[src/sac_defines.svh]
// Register offsets, field positions, reset values and timing counts
// Assumes a 32-bit classic Wishbone slave with byte addresses
`ifndef SAC_DEFINES_SVH
`define SAC_DEFINES_SVH

`define SAC_OFS_CTRL0     8'h00
`define SAC_OFS_CTRL1     8'h04
`define SAC_OFS_PINSEL    8'h08
`define SAC_OFS_STATUS    8'h0C
`define SAC_OFS_FLAGS     8'h10
`define SAC_OFS_MCTL      8'h40
`define SAC_OFS_RESULT    8'h80
`define SAC_OFS_BANK_MASK 8'hC0

`define SAC_C0_CORE       0
`define SAC_C0_ENC        1
`define SAC_C0_SWSTART    2
`define SAC_C0_REFERENCE_POWER_ON      3
`define SAC_C0_REFHI      4
`define SAC_C0_PULSE      5
`define SAC_C0_POLINV     6
`define SAC_C0_SHTLO_LSB  8
`define SAC_C0_SHTHI_LSB  12

`define SAC_C1_CLKSEL_LSB 0
`define SAC_C1_CLKDIV_LSB 2
`define SAC_C1_TRIG_LSB   5
`define SAC_C1_PTR_LSB    8

`define SAC_RST_CTRL      32'h0000_0000
`define SAC_RST_STATE     32'h0000_0000

`define SAC_CONV_TICKS    4'hD
`define SAC_SAMPLE_STEP   3'h4
`define SAC_FULL_SCALE    12'hFFF
`define SAC_MSB_TRIAL     12'h800

`endif

[src/sac_pkg.sv]
// Types of the converter sample and conversion controller
// Assumes sac_defines.svh for all numeric values
package sac_pkg;

	typedef enum logic [2:0] {
		SAC_IDLE   = 3'b000,
		SAC_SAMPLE = 3'b001,
		SAC_SYNC   = 3'b010,
		SAC_CONV   = 3'b011,
		SAC_STORE  = 3'b100,
		SAC_PSYNC  = 3'b101
	} sac_fsm_t;

	typedef struct packed {
		logic       comp;
		logic       tb1;
		logic       tb0;
		logic       ta1;
		logic       osc;
		logic       aclk;
		logic       mclk;
		logic       sub_main_clock;
	} sac_async_t;

	typedef struct packed {
		logic       core_on;
		logic       conversion_enable_gate;
		logic       sw_start;
		logic       ref_on;
		logic       ref_hi;
		logic       pulse_sel;
		logic       pol_inv;
		logic [3:0] sht_lo;
		logic [3:0] sht_hi;
		logic [1:0] clk_sel;
		logic [2:0] clk_div;
		logic [1:0] trig_sel;
		logic [3:0] first_ptr;
	} sac_ctrl_t;

	typedef struct packed {
		sac_ctrl_t         ctrl;
		logic [7:0]        pinsel;
		logic [15:0][7:0]  mctl;
		logic [15:0][11:0] result;
		logic [15:0]       flags;
		sac_async_t        s1;
		sac_async_t        s2;
		logic              src_prev;
		logic [2:0]        div_cnt;
		logic              tick;
		logic              shi_prev;
		sac_fsm_t          fsm;
		logic              window;
		logic [3:0]        bit_idx;
		logic [11:0]       code;
		logic [6:0]        samp_cnt;
		logic [7:0]        chan;
		logic              busy;
		logic              ack;
		logic [31:0]       dat;
	} sac_state_t;

endpackage

[src/sac_ctrl.sv]
// Sample window, conversion clock and 12-bit SAR sequencing with a register file
// Assumes an analog core with comparator, clocks and timer outputs from other domains
//
// Overview of operation
// RULE1: Input at or above upper reference gives 0FFFh, at or below lower gives zero.
// RULE2: Result equals 4095 times input offset over reference span, linear.
// RULE3: Converter core powered only while core_power_on is set.
// RULE4: Most control writes are ignored while conversion_enable_gate is 1.
// RULE5: No conversion starts unless conversion_enable_gate is 1.
// RULE6: conv_clock source picked among four clocks by conv_clock_source_sel.
// RULE7: Selected source divided by 1 to 8 per conv_clock_divider.
// RULE8: conv_clock steps conversion and times pulse-mode sampling.
// RULE9: Software keeps the chosen conversion clock running until conversion ends.
// RULE10: Pins with analog_pin_function_sel set get input and output buffers disabled.
// RULE11: reference_power_on enables reference; high select gives 2.5 V, else 1.5 V.
// RULE12: Software waits up to 17 ms after reference turn-on before use.
// RULE13: Rising edge of sample_hold_input starts sample and convert.
// RULE14: sample_hold_input from software start, first timer unit 1, second timer 0/1.
// RULE15: trigger_polarity_invert inverts the selected trigger source.
// RULE16: Sample while window high; its fall starts a 13-cycle conversion.
// RULE17: Extended mode: window follows input; conversion starts after conv_clock sync.
// RULE18: Pulse mode: trigger starts timer; synced window held high for interval.
// RULE19: Pulse interval is set in steps of four conv_clock cycles.
// RULE20: Low sample-time group serves entries 0-7, high group entries 8-15.
// RULE21: Sixteen-entry control and result buffer.
// RULE22: Conversion begins at entry given by first_entry_pointer.
// RULE23: Writing a result_word sets its bit in result_ready_flags.
// RULE24: Busy held from start of sampling until result is stored.
// RULE25: After reset core, reference and enable gate are off, window low.
//
// Our own choices: the placing of the registers and the Wishbone slave port.
module sac_ctrl
	import sac_pkg::*;
(
	input  wire logic        clk_i,
	input  wire logic        rst_i,
	input  wire logic        wb_cyc_i,
	input  wire logic        wb_stb_i,
	input  wire logic        wb_we_i,
	input  wire logic [7:0]  wb_adr_i,
	input  wire logic [3:0]  wb_sel_i,
	input  wire logic [31:0] wb_dat_i,
	output logic      [31:0] wb_dat_o,
	output logic             wb_ack_o,
	input  wire sac_async_t  async_i,
	output logic             core_power_o,
	output logic             reference_power_o,
	output logic             reference_level_high_o,
	output logic [7:0]       pin_buffer_disable_o,
	output logic             sample_window_o,
	output logic [11:0]      dac_code_o,
	output logic [7:0]       channel_select_o,
	output logic             conv_clock_tick_o,
	output logic             busy_o
);

`include "sac_defines.svh"

	////////////////////////////////////////////////////////////////////////
	// Helpers

	function automatic logic mux4(input logic [1:0] s, input logic [3:0] v);
		mux4 = v[s];
	endfunction

	function automatic logic [31:0] merge(input logic [31:0] o, input logic [31:0] w,
	                                      input logic [3:0] sel);
		logic [31:0] r;
		r = o;
		for (int b = 0; b < 4; b++) begin
			if (sel[b]) begin
				r[b*8 +: 8] = w[b*8 +: 8];
			end
		end
		merge = r;
	endfunction

	function automatic logic [31:0] pack0(input sac_ctrl_t c);
		logic [31:0] r;
		r = 32'h0000_0000;
		r[`SAC_C0_CORE] = c.core_on;
		r[`SAC_C0_ENC] = c.conversion_enable_gate;
		r[`SAC_C0_SWSTART] = c.sw_start;
		r[`SAC_C0_REFERENCE_POWER_ON] = c.ref_on;
		r[`SAC_C0_REFHI] = c.ref_hi;
		r[`SAC_C0_PULSE] = c.pulse_sel;
		r[`SAC_C0_POLINV] = c.pol_inv;
		r[`SAC_C0_SHTLO_LSB +: 4] = c.sht_lo;
		r[`SAC_C0_SHTHI_LSB +: 4] = c.sht_hi;
		pack0 = r;
	endfunction

	function automatic logic [31:0] pack1(input sac_ctrl_t c);
		logic [31:0] r;
		r = 32'h0000_0000;
		r[`SAC_C1_CLKSEL_LSB +: 2] = c.clk_sel;
		r[`SAC_C1_CLKDIV_LSB +: 3] = c.clk_div;
		r[`SAC_C1_TRIG_LSB +: 2] = c.trig_sel;
		r[`SAC_C1_PTR_LSB +: 4] = c.first_ptr;
		pack1 = r;
	endfunction

	function automatic logic [6:0] samp_len(input logic [3:0] sht);
		samp_len = 7'({3'h0, sht} + 7'h01) * 7'(`SAC_SAMPLE_STEP);
	endfunction

	////////////////////////////////////////////////////////////////////////
	// State

	sac_state_t st_r;
	sac_state_t st_nxt;
	logic       src_lvl;
	logic       shi_lvl;
	logic       shi_rise;
	logic       wr_go;
	logic       rd_go;
	logic [31:0] wv;
	logic [3:0] idx;

	always_comb begin
		st_nxt = st_r;
		idx = wb_adr_i[5:2];
		wr_go = wb_cyc_i && wb_stb_i && wb_we_i && st_r.ack;
		rd_go = wb_cyc_i && wb_stb_i && !st_r.ack;
		wv = 32'h0000_0000;

		// Input synchronisers
		st_nxt.s1 = async_i;
		st_nxt.s2 = st_r.s1;

		// Conversion clock source and divider
		src_lvl = mux4(st_r.ctrl.clk_sel, {st_r.s2.osc, st_r.s2.aclk,
		                                   st_r.s2.mclk, st_r.s2.sub_main_clock}); // [RULE6]
		st_nxt.src_prev = src_lvl;
		st_nxt.tick = 1'b0;
		if (src_lvl && !st_r.src_prev) begin
			if (st_r.div_cnt == st_r.ctrl.clk_div) begin // [RULE7]
				st_nxt.div_cnt = 3'h0;
				st_nxt.tick = 1'b1;
			end else begin
				st_nxt.div_cnt = st_r.div_cnt + 3'h1;
			end
		end

		// Trigger selection and edge
		shi_lvl = mux4(st_r.ctrl.trig_sel, {st_r.s2.tb1, st_r.s2.tb0, st_r.s2.ta1,
		                                   st_r.ctrl.sw_start})             // [RULE14]
		          ^ st_r.ctrl.pol_inv;                                     // [RULE15]
		st_nxt.shi_prev = shi_lvl;
		shi_rise = shi_lvl && !st_r.shi_prev;                              // [RULE13]

		// Sequencer
		unique case (st_r.fsm)
			SAC_IDLE: begin
				st_nxt.window = 1'b0;
				if (shi_rise && st_r.ctrl.conversion_enable_gate && st_r.ctrl.core_on) begin // [RULE5]
					st_nxt.chan = st_r.mctl[st_r.ctrl.first_ptr];         // [RULE22]
					if (st_r.ctrl.pulse_sel) begin
						st_nxt.fsm = SAC_PSYNC;
					end else begin
						st_nxt.fsm = SAC_SAMPLE;
						st_nxt.window = 1'b1;
					end
				end
			end
			SAC_PSYNC: begin
				if (st_r.tick) begin                                     // [RULE18]
					st_nxt.fsm = SAC_SAMPLE;
					st_nxt.window = 1'b1;
					st_nxt.samp_cnt = samp_len(st_r.ctrl.first_ptr[3] ?
					                  st_r.ctrl.sht_hi : st_r.ctrl.sht_lo); // [RULE19] [RULE20]
				end
			end
			SAC_SAMPLE: begin
				if (!st_r.ctrl.pulse_sel) begin
					st_nxt.window = shi_lvl;                             // [RULE17]
					if (!shi_lvl) begin
						st_nxt.fsm = SAC_SYNC;
					end
				end else if (st_r.tick) begin                            // [RULE8]
					st_nxt.samp_cnt = st_r.samp_cnt - 7'h01;
					if (st_r.samp_cnt == 7'h01) begin
						st_nxt.window = 1'b0;
						st_nxt.fsm = SAC_SYNC;
						st_nxt.ctrl.sw_start = 1'b0;
					end
				end
			end
			SAC_SYNC: begin
				if (st_r.tick) begin                                     // [RULE16]
					st_nxt.fsm = SAC_CONV;
					st_nxt.code = `SAC_MSB_TRIAL;
					st_nxt.bit_idx = 4'hB;
				end
			end
			SAC_CONV: begin
				if (st_r.tick) begin                                     // [RULE1] [RULE2]
					st_nxt.code[st_r.bit_idx] = st_r.s2.comp;
					if (st_r.bit_idx == 4'h0) begin
						st_nxt.fsm = SAC_STORE;
					end else begin
						st_nxt.bit_idx = st_r.bit_idx - 4'h1;
						st_nxt.code[st_r.bit_idx - 4'h1] = 1'b1;
					end
				end
			end
			SAC_STORE: begin
				st_nxt.result[st_r.ctrl.first_ptr] = st_r.code;          // [RULE21]
				st_nxt.flags[st_r.ctrl.first_ptr] = 1'b1;                // [RULE23]
				st_nxt.fsm = SAC_IDLE;
			end
			default: begin
				st_nxt.fsm = SAC_IDLE;
			end
		endcase
		if (st_r.fsm != SAC_IDLE && (!st_r.ctrl.conversion_enable_gate || !st_r.ctrl.core_on)) begin
			st_nxt.fsm = SAC_IDLE;
			st_nxt.window = 1'b0;
		end

		// Bus writes, taken on the acknowledged edge
		if (wr_go) begin
			unique case (wb_adr_i & ~`SAC_OFS_BANK_MASK | (wb_adr_i & `SAC_OFS_BANK_MASK))
				`SAC_OFS_CTRL0: begin
					wv = merge(pack0(st_r.ctrl), wb_dat_i, wb_sel_i);
					st_nxt.ctrl.conversion_enable_gate = wv[`SAC_C0_ENC];
					st_nxt.ctrl.sw_start = wv[`SAC_C0_SWSTART];
					if (!st_r.ctrl.conversion_enable_gate) begin                            // [RULE4]
						st_nxt.ctrl.core_on = wv[`SAC_C0_CORE];
						st_nxt.ctrl.ref_on = wv[`SAC_C0_REFERENCE_POWER_ON];
						st_nxt.ctrl.ref_hi = wv[`SAC_C0_REFHI];
						st_nxt.ctrl.pulse_sel = wv[`SAC_C0_PULSE];
						st_nxt.ctrl.pol_inv = wv[`SAC_C0_POLINV];
						st_nxt.ctrl.sht_lo = wv[`SAC_C0_SHTLO_LSB +: 4];
						st_nxt.ctrl.sht_hi = wv[`SAC_C0_SHTHI_LSB +: 4];
					end
				end
				`SAC_OFS_CTRL1: begin
					wv = merge(pack1(st_r.ctrl), wb_dat_i, wb_sel_i);
					if (!st_r.ctrl.conversion_enable_gate) begin                            // [RULE4]
						st_nxt.ctrl.clk_sel = wv[`SAC_C1_CLKSEL_LSB +: 2];
						st_nxt.ctrl.clk_div = wv[`SAC_C1_CLKDIV_LSB +: 3];
						st_nxt.ctrl.trig_sel = wv[`SAC_C1_TRIG_LSB +: 2];
						st_nxt.ctrl.first_ptr = wv[`SAC_C1_PTR_LSB +: 4];
					end
				end
				`SAC_OFS_PINSEL: begin
					if (wb_sel_i[0]) begin
						st_nxt.pinsel = wb_dat_i[7:0];
					end
				end
				`SAC_OFS_FLAGS: begin
					wv = merge(32'h0000_0000, wb_dat_i, wb_sel_i);
					st_nxt.flags = st_nxt.flags & ~(wv[15:0] & ~st_r.flags
					               | wv[15:0]) | (st_nxt.flags & ~st_r.flags);
				end
				default: begin
					if ((wb_adr_i & `SAC_OFS_BANK_MASK) == `SAC_OFS_MCTL
					    && !st_r.ctrl.conversion_enable_gate && wb_sel_i[0]) begin         // [RULE4]
						st_nxt.mctl[idx] = wb_dat_i[7:0];
					end
				end
			endcase
		end

		// Bus reads and acknowledge
		st_nxt.ack = rd_go;
		st_nxt.dat = 32'h0000_0000;
		if (rd_go) begin
			if (wb_adr_i == `SAC_OFS_CTRL0) begin
				st_nxt.dat = pack0(st_r.ctrl);
			end else if (wb_adr_i == `SAC_OFS_CTRL1) begin
				st_nxt.dat = pack1(st_r.ctrl);
			end else if (wb_adr_i == `SAC_OFS_PINSEL) begin
				st_nxt.dat = {24'h00_0000, st_r.pinsel};
			end else if (wb_adr_i == `SAC_OFS_STATUS) begin
				st_nxt.dat = {28'h000_0000, st_r.fsm == SAC_CONV, st_r.window,
				              st_r.window, st_r.busy};
			end else if (wb_adr_i == `SAC_OFS_FLAGS) begin
				st_nxt.dat = {16'h0000, st_r.flags};
			end else if ((wb_adr_i & `SAC_OFS_BANK_MASK) == `SAC_OFS_MCTL) begin
				st_nxt.dat = {24'h00_0000, st_r.mctl[idx]};
			end else if ((wb_adr_i & `SAC_OFS_BANK_MASK) == `SAC_OFS_RESULT) begin
				st_nxt.dat = {20'h0_0000, st_r.result[idx]};
			end
		end

		st_nxt.busy = (st_nxt.fsm != SAC_IDLE);                        // [RULE24]
	end

	always_ff @(posedge clk_i) begin
		if (rst_i) begin
			st_r <= sac_state_t'('0);                                    // [RULE25]
		end else begin
			st_r <= st_nxt;
		end
	end

	////////////////////////////////////////////////////////////////////////
	// Outputs

	assign wb_dat_o = st_r.dat;
	assign wb_ack_o = st_r.ack;
	assign core_power_o = st_r.ctrl.core_on;                             // [RULE3]
	assign reference_power_o = st_r.ctrl.ref_on;                         // [RULE11]
	assign reference_level_high_o = st_r.ctrl.ref_hi;                    // [RULE11]
	assign pin_buffer_disable_o = st_r.pinsel;                           // [RULE10]
	assign sample_window_o = st_r.window;
	assign dac_code_o = st_r.code;
	assign channel_select_o = st_r.chan;
	assign conv_clock_tick_o = st_r.tick;
	assign busy_o = st_r.busy;

	////////////////////////////////////////////////////////////////////////
	// Checks

	logic [3:0] chk_conv_r;
	logic [6:0] chk_samp_r;
	logic [6:0] chk_len_r;

	always_ff @(posedge clk_i) begin
		if (rst_i || st_r.fsm == SAC_SAMPLE) begin
			chk_conv_r <= 4'h0;
		end else if (st_r.tick && (st_r.fsm == SAC_SYNC || st_r.fsm == SAC_CONV)) begin
			chk_conv_r <= chk_conv_r + 4'h1;
		end
		if (rst_i || st_r.fsm == SAC_PSYNC) begin
			chk_samp_r <= 7'h00;
			chk_len_r <= samp_len(st_r.ctrl.first_ptr[3] ? st_r.ctrl.sht_hi
			                      : st_r.ctrl.sht_lo);
		end else if (st_r.tick && st_r.window) begin
			chk_samp_r <= chk_samp_r + 7'h01;
		end
	end
endmodule

[config.mk]
export PLATFORM = sky130hd
export DESIGN_NAME = sac_ctrl
export DESIGN_NICKNAME = d
export VERILOG_FILES = /design/src/sac_pkg.sv /design/src/sac_ctrl.sv
export VERILOG_INCLUDE_DIRS = /design/src
export SDC_FILE = /design/constraint.sdc
export NUM_CORES = 1
export LEC_CHECK = 0
export ABC_AREA = 1
export BUFFER_PORTS_ARGS = -buffer_cell sky130_fd_sc_hd__buf_2
export CAP_MARGIN = 20
export CORE_UTILIZATION = 42
export CTS_BUF_LIST = sky130_fd_sc_hd__clkbuf_16
export CTS_CLUSTER_DIAMETER = 40
export DETAILED_ROUTE_END_ITERATION = 16
export SETUP_SLACK_MARGIN = 0.1
export SLEW_MARGIN = 15
export SYNTH_ARGS = -nofsm -noshare
export SYNTH_HDL_FRONTEND = slang
export SYNTH_SLANG_ARGS = --single-unit
[constraint.sdc]
create_clock -name clk_i -period 4.2 [get_ports clk_i]
set_clock_uncertainty 0.05 [all_clocks]
set_input_delay 0.84 -clock clk_i [delete_from_list [all_inputs] [get_ports clk_i]]
set_output_delay 0.84 -clock clk_i [all_outputs]
set_load 0.01 [all_outputs]
==> results of run 1 <==
[cells in the final DEF, fill, tap and decap left out, types with 76 or more instances in the layout]
master	instances
a211oi_1	79
a21oi_1	309
buf_2	88
clkbuf_16	76
dfxtp_1	445
inv_1	265
nand2_1	487
nor2_1	285
o21ai_0	418
[flip-flops by register name, summed over array words and instances, names as in the netlist, 8 cells and up]
signal / cells
wb_dat_o: 16
dac_code_o: 12
channel_select_o: 8
pin_buffer_disable_o: 8
st_nxt: 8
st_r: 386
[layer usage]
metal	GRT usage	wire [um]	vias to the layer above
met2	0.456	32400	825
met5	0	0	-
met1	0.348	28800	9288
met4	0.177	4270	0
met3	0.0497	4880	224
li1	-	-	9496
[cell usage after synthesis (all sizes together)]
cell type	count
clkinv	5
o221a	5
o21ai	431
o31ai	2
a32o	1
nor2	298
and3	1
a221oi	2
xor2	3
o211ai	3
buf	122
ha	4
nor3	14
a22oi	60
and2	1
a21oi	310
nand2	490
o2111ai	2
conb	1
nand4	29
inv	273
or2	8
a41oi	2
a31oi	18
dfxtp	445
nand3	48
clkbuf	125
xnor2	2
a211oi	79
o22ai	60
[final cells by class]
class	instances	area, um^2	area share
antenna	1	2.50	0.000107
clock buffer	76	1900	0.0814
clock inverter	62	641	0.0274
inverter	278	1050	0.0450
multi-input combinational	1889	9130	0.391
sequential	445	8910	0.381
tap	615	769	0.0329
timing repair buffer	151	963	0.0412
[worst min-delay path by stage]
| stage | startpoint | slack [ns] | endpoint | cells after the start |
|---|---|---|---|---|
| 2_1_floorplan | st_nxt[75]$_SDFF_PP0_ | 0.34 | st_r[75]$_SDFF_PP0_ | 2 |
| 3_3_place_gp | st_nxt[76]$_SDFF_PP0_ | 0.34 | st_r[76]$_SDFF_PP0_ | 2 |
| 3_5_place_dp | st_nxt[76]$_SDFF_PP0_ | 0.35 | st_r[76]$_SDFF_PP0_ | 2 |
| 4_1_cts | st_nxt[76]$_SDFF_PP0_ | 0.35 | st_r[76]$_SDFF_PP0_ | 2 |
| 5_1_grt | async_i[0] | 0.37 | st_nxt[75]$_SDFF_PP0_ | 3 |
| 6_report | st_nxt[76]$_SDFF_PP0_ | 0.35 | st_r[76]$_SDFF_PP0_ | 2 |
[cell families after synthesis]
| kind of cell | Yosys count | synth area share |
|---|---|---|
| AOI/OAI and AO/OA | 975 | 0.267 |
| xor gates and xnor gates | 5 | 0.00216 |
| adders and majority gates | 4 | 0.00247 |
| buffers and inverters | 525 | 0.112 |
| DFF | 445 | 0.440 |
| other | 1 | 0.000185 |
| and+or+nand+nor | 889 | 0.176 |
[report_power, final]
| group | total, mW | internal (mW) | switching (mW) |
|---|---|---|---|
| registers | 4.24 | 4.24 | 0.00446 |
| logic | 0.377 | 0.0800 | 0.297 |
| clock network | 6.19 | 3.86 | 2.34 |
| total | 10.8 | 8.17 | 2.64 |
[critical path: cells and delay by family]
family / cells / cell delay, ns
and+or+nand+nor: 6 / 1.27
buffers and inverters: 3 / 0.90
AOI/OAI and AO/OA: 2 / 0.44
==> flow_metrics.env, run 1 <==
export IMPL_status="completed"
export IMPL_relSlewSlack=0.207
export IMPL_wirelength_mm=70.4
export IMPL_hpwl_mm=45.4
export IMPL_die_w_um=222
export IMPL_grt_first_pass_wirelength_mm=108
export IMPL_worst_pin_slew_ns=1.18
export IMPL_antenna_found_initial=1
export IMPL_setup_viol=0
export IMPL_fin_util=0.490
export IMPL_cp_endpoint="wb_dat_o[1]$_SDFF_PP0_"
export IMPL_hold_class="flip-flop to flip-flop"
export IMPL_grt_ovfl_total=0
export IMPL_final_area_um2=23400
export IMPL_slew_viol_final=0
export IMPL_clk_pin_slew_ns=0.05
export IMPL_cp_startpoint="wb_adr_i[3]"
export IMPL_p_leak_nw=9.50
export IMPL_rows=80
export IMPL_clock_path_buffers=3
export IMPL_p_total_mw=10.8
export IMPL_drive_gt1_frac=0.109
export IMPL_worstSetupPathType="input pin to flip-flop"
export IMPL_cp_required_ns=4.66
export IMPL_maxCapViolations=0
export IMPL_cts_setup_buffers=0
export IMPL_r2r_cells=9
export IMPL_grt_max_degree=118
export IMPL_rsz0062_at_grt="no"
export IMPL_via_count=19800
export IMPL_crit_arrival_ns=3.48
export IMPL_ys_seq_area_frac=0.440
export IMPL_power_density_nw_per_um2=463
export IMPL_start_util=0.425
export IMPL_r2r_end="st_r[221]$_SDFFE_PP0P_"
export IMPL_ctsHoldBuffers=0
export IMPL_synth_top_cell_by_area="dfxtp_1"
export IMPL_yosysTopAreaCellShare=0.440
export IMPL_syn_area_um2=20200
export IMPL_routed_via_density=5.64
export IMPL_ctsRootBufferMaster="clkbuf_16"
export IMPL_hold_violations=0
export IMPL_cp_start_kind="input pin"
export IMPL_areaGrowthSynthToFinish_pct=15.4
export IMPL_drt_initial_drc_count=2085
export IMPL_max_freq_ghz=0.331
export IMPL_synth_seq_cells=445
export IMPL_finalCritPeriodShare=0.719
export IMPL_final_nets=2902
export IMPL_r2r_start="st_r[435]$_SDFFE_PP0P_"
export IMPL_crit_path_cell_trace="buf_2 -> inv_2 -> nand2_1 -> buf_4 -> o22ai_1 -> o21ai_0 -> nand4_1 -> nand2_1 -> nand3_1 -> nor2_1 -> nor2_1"
export IMPL_syn_area_per_cell_um2=7.12
export IMPL_final_cells=3517
export IMPL_cts_resized=0
export IMPL_drc=0
export IMPL_cts_buffers=76
export IMPL_place_gp_congestion=0.967
export IMPL_syn_inst=2844
export IMPL_finalWorstSetupSlack_ns=1.18
export IMPL_fin_tns_setup_ns=0
export IMPL_r2r_slack_ns=1.25
export IMPL_ir_drop_mv=0.276
export IMPL_cp_max_fo=15
export IMPL_synth_cell_types=43
export IMPL_gr_usage_all_layers=0.282
export IMPL_synth_warnings=0
export IMPL_htree_levels=3
export IMPL_placed_area_um2=20800
export IMPL_place_ws_ns=0.695
export IMPL_grt_pass1_vias=18800
export IMPL_dpl_cell_count=3378
export IMPL_post_drt_wl_per_cell_um=20.0
export IMPL_cts_sinks=445
export IMPL_coreArea_um2=47600
export IMPL_die_h_um=222
export IMPL_timing_final_crit_period_ns=3.02
export IMPL_io_buffers=89
export IMPL_cts_tree="yes"
export IMPL_insertion_delay_ns=0.62
export IMPL_slowest_delay_ns=0.52
export IMPL_dr_pass1_iters=5
export IMPL_critPathSlowestCell="nand2_1"
export IMPL_die_area_um2=49100
export IMPL_holdWs_ns=0.352
export IMPL_fillerInstances=4756
export IMPL_ioPinCount=124
export IMPL_cp_end_kind="flip-flop"
export IMPL_detail_route_antenna_nets=0
export IMPL_ys_top_cells_by_area="dfxtp_1 (44%), o21ai_0 (10%), nand2_1 (9.0%), a21oi_1 (7.6%), nor2_1 (5.3%)"
(Power assumes the default switching activity.)
==> run 2, diff against run 1 <==
--- a/config.mk
+++ b/config.mk
@@ -6,7 +6,7 @@
 export SDC_FILE = /design/constraint.sdc
 export NUM_CORES = 1
 export LEC_CHECK = 0
-export ABC_AREA = 1
+export ABC_AREA = 0
 export BUFFER_PORTS_ARGS = -buffer_cell sky130_fd_sc_hd__buf_2
 export CAP_MARGIN = 20
 export CORE_UTILIZATION = 42
==> constraint.sdc (replaced) <==
create_clock -name clk_i -period 3.05 [get_ports clk_i]
set_clock_uncertainty 0.05 [all_clocks]
set_input_delay 0.61 -clock clk_i [delete_from_list [all_inputs] [get_ports clk_i]]
set_output_delay 0.61 -clock clk_i [all_outputs]
set_load 0.01 [all_outputs]
==> run 2 against run 1 <==
  * Routed wire length shrank 9.2%
  * Combinational power grew 35%
  * Clock power grew 31%
  * Utilization grew 0.24 points
  * Hold slack lost 0.18 ns
  * Final cell count shrank 14%
  * Die area grew 5.6%
  * Sequential share of layout area shrank 2.1 points
  * Largest cell class unchanged
==> flow_metrics.env, run 2 <==
export IMPL_status="completed"
export IMPL_ys_top_cells_by_area="dfxtp_1 (42%), mux4_2 (11%), mux2i_1 (10%), nor2_1 (4.9%), a21oi_1 (4.8%)"
export IMPL_clk_pin_slew_ns=0.05
export IMPL_largest_reg_flops=386
export IMPL_finalCritPeriodShare=0.816
export IMPL_crit_arrival_ns=2.89
export IMPL_clock_path_buffers=3
export IMPL_async_flop_share=0
export IMPL_yosysMostFrequentCell="dfxtp_1"
export IMPL_synth_cell_types=73
export IMPL_dpl_cell_count=2872
export IMPL_final_cell_mix="dfxtp_1 (444), nor2_1 (277), nand2_1 (238), mux2i_1 (213), a21oi_1 (205)"
export IMPL_grt_ovfl_total=0
export IMPL_wirelength_mm=63.9
export IMPL_wl_met1_mm=27.9
export IMPL_die_w_um=228
export IMPL_syn_area_per_cell_um2=9.44
export IMPL_syn_inst=2265
export IMPL_drive_gt1_frac=0.207
export IMPL_detail_route_antenna_nets=0
export IMPL_cp_required_ns=3.45
export IMPL_cp_max_fo=17
export IMPL_slew_viol_final=0
export IMPL_cp_start_kind="flip-flop"
export IMPL_largest_register="st_r"
export IMPL_worstSetupPathType="flip-flop to flip-flop"
export IMPL_timing_final_crit_period_ns=2.49
export IMPL_coreArea_um2=50200
export IMPL_power_density_nw_per_um2=585
export IMPL_hpwl_mm=41.9
export IMPL_syn_area_um2=21400
export IMPL_synth_seq_cells=445
export IMPL_ys_seq_area_frac=0.417
export IMPL_setup_viol=0
export IMPL_wl_met2_mm=30.2
export IMPL_synth_edf_count=0
export IMPL_place_gp_congestion=0.904
export IMPL_htree_levels=3
export IMPL_fin_tns_setup_ns=0
export IMPL_p_leak_nw=8.91
export IMPL_via_count=17400
export IMPL_antenna_found_initial=1
export IMPL_placed_area_um2=22300
export IMPL_hold_class="input pin to flip-flop"
export IMPL_grt_first_pass_wirelength_mm=98.6
export IMPL_r2r_end="channel_select_o[3]$_SDFFE_PP0P_"
export IMPL_grt_pass1_vias=16600
export IMPL_final_common_cell="dfxtp_1"
export IMPL_r2r_start="st_r[435]$_SDFFE_PP0P_"
export IMPL_maxCapViolations=0
export IMPL_areaGrowthSynthToFinish_pct=15.6
export IMPL_cts_tree="yes"
export IMPL_routed_top_layer="met5"
export IMPL_ctsRootBufferMaster="clkbuf_16"
export IMPL_routed_via_density=5.80
export IMPL_synth_warnings=0
export IMPL_yosysTopAreaCellShare=0.417
export IMPL_cts_sinks=445
export IMPL_final_area_um2=24700
export IMPL_holdPathStages=2
export IMPL_r2r_slack_ns=0.56
export IMPL_dr_pass1_iters=6
export IMPL_io_buffers=89
export IMPL_relSlewSlack=0.257
export IMPL_die_area_um2=51800
export IMPL_final_cells=3008
export IMPL_rows=82
export IMPL_drc=0
export IMPL_hold_violations=0
export IMPL_hp_start="async_i[1]"
export IMPL_ys_flop_type="dfxtp_1"
export IMPL_cts_buffers=73
export IMPL_ctsHoldBuffers=0
export IMPL_antenna_cells=0
export IMPL_max_freq_ghz=0.402
export IMPL_ioPinCount=124
export IMPL_gr_usage_all_layers=0.248
export IMPL_grt_max_degree=211
export IMPL_holdWs_ns=0.174
export IMPL_post_drt_wl_per_cell_um=21.2
export IMPL_insertion_delay_ns=0.60
export IMPL_die_h_um=228
export IMPL_wl_met3_mm=4.21
export IMPL_rsz0062_at_grt="no"
export IMPL_drt_initial_drc_count=1667
export IMPL_cts_resized=0
export IMPL_min_to="st_nxt[76]$_SDFF_PP0_"
export IMPL_worst_pin_slew_ns=1.11
export IMPL_synth_top_cell_by_area="dfxtp_1"
export IMPL_start_util=0.426
export IMPL_cp_end_kind="flip-flop"
export IMPL_synth_common_cells="dfxtp_1 (445), nor2_1 (278), nand2_1 (238)"
export IMPL_final_nets=2337
export IMPL_fin_util=0.493
export IMPL_ir_drop_mv=0.415
export IMPL_cts_setup_buffers=0
export IMPL_r2r_cells=5
-- run 2: worst max-delay path by stage --
stage / start / to
final: st_r[435]$_SDFFE_PP0P_ / channel_select_o[3]$_SDFFE_PP0P_
after global routing: st_r[435]$_SDFFE_PP0P_ / channel_select_o[7]$_SDFFE_PP0P_
after CTS: st_r[435]$_SDFFE_PP0P_ / channel_select_o[3]$_SDFFE_PP0P_
after detailed placement: wb_adr_i[2] / wb_dat_o[5]$_SDFF_PP0_
after global placement: wb_adr_i[2] / wb_dat_o[5]$_SDFF_PP0_
after floorplan: wb_adr_i[3] / wb_dat_o[2]$_SDFF_PP0_
-- run 2: kinds of logic (layout without fill, tap and decap cells) --
logic type,count (synthesis),after routing,synth area share
simple gates,818,818,0.176
flops,445,445,0.417
xor+xnor,8,8,0.00328
other cells,1,16,0.000175
mux,349,349,0.231
compound gates,354,354,0.0992
fa+ha+maj,4,4,0.00234
buf+inv,286,342,0.0712
-- run 2: cell type report --
cell class,count,area [um^2]
fill,4604,25400
multi-input combinational,1549,11000
sequential,445,8910
clock buffer,75,1880
timing repair buffer,194,1440
tap,672,841
clock inverter,60,577
inverter,13,48.8
-- run 2: power breakdown --
group          switching (mW)  internal (mW)  leakage [nW]
clock network            3.12           5.01          1.19
registers             0.00702           5.83          3.59
logic                   0.362          0.148          4.13
total                    3.48           11.0          8.91
-- run 2: per-stage QoR --
stage	total power, mW	setup slack (ns)
CTS	14.6	0.548
global placement	6.46	0.0110
global route	14.9	0.472
finish	14.5	0.561
detailed placement	6.46	0.0332
floorplan	6.31	0.746
-- run 2: worst max-delay path, cell delays in order (launching register included) --
cell,delay (ns)
dfxtp_2,0.69
buf_4,0.30
mux4_2,0.55
mux4_2,0.54
mux2i_1,0.16
nor2_1,0.05
-- run 2: metal layers --
layer  global-route usage  vias to the layer above
li1                     -                     8026
met1                0.338                     8622
met2                0.397                      687
met3               0.0397                      108
met4               0.0857                        2
met5                    0                        -
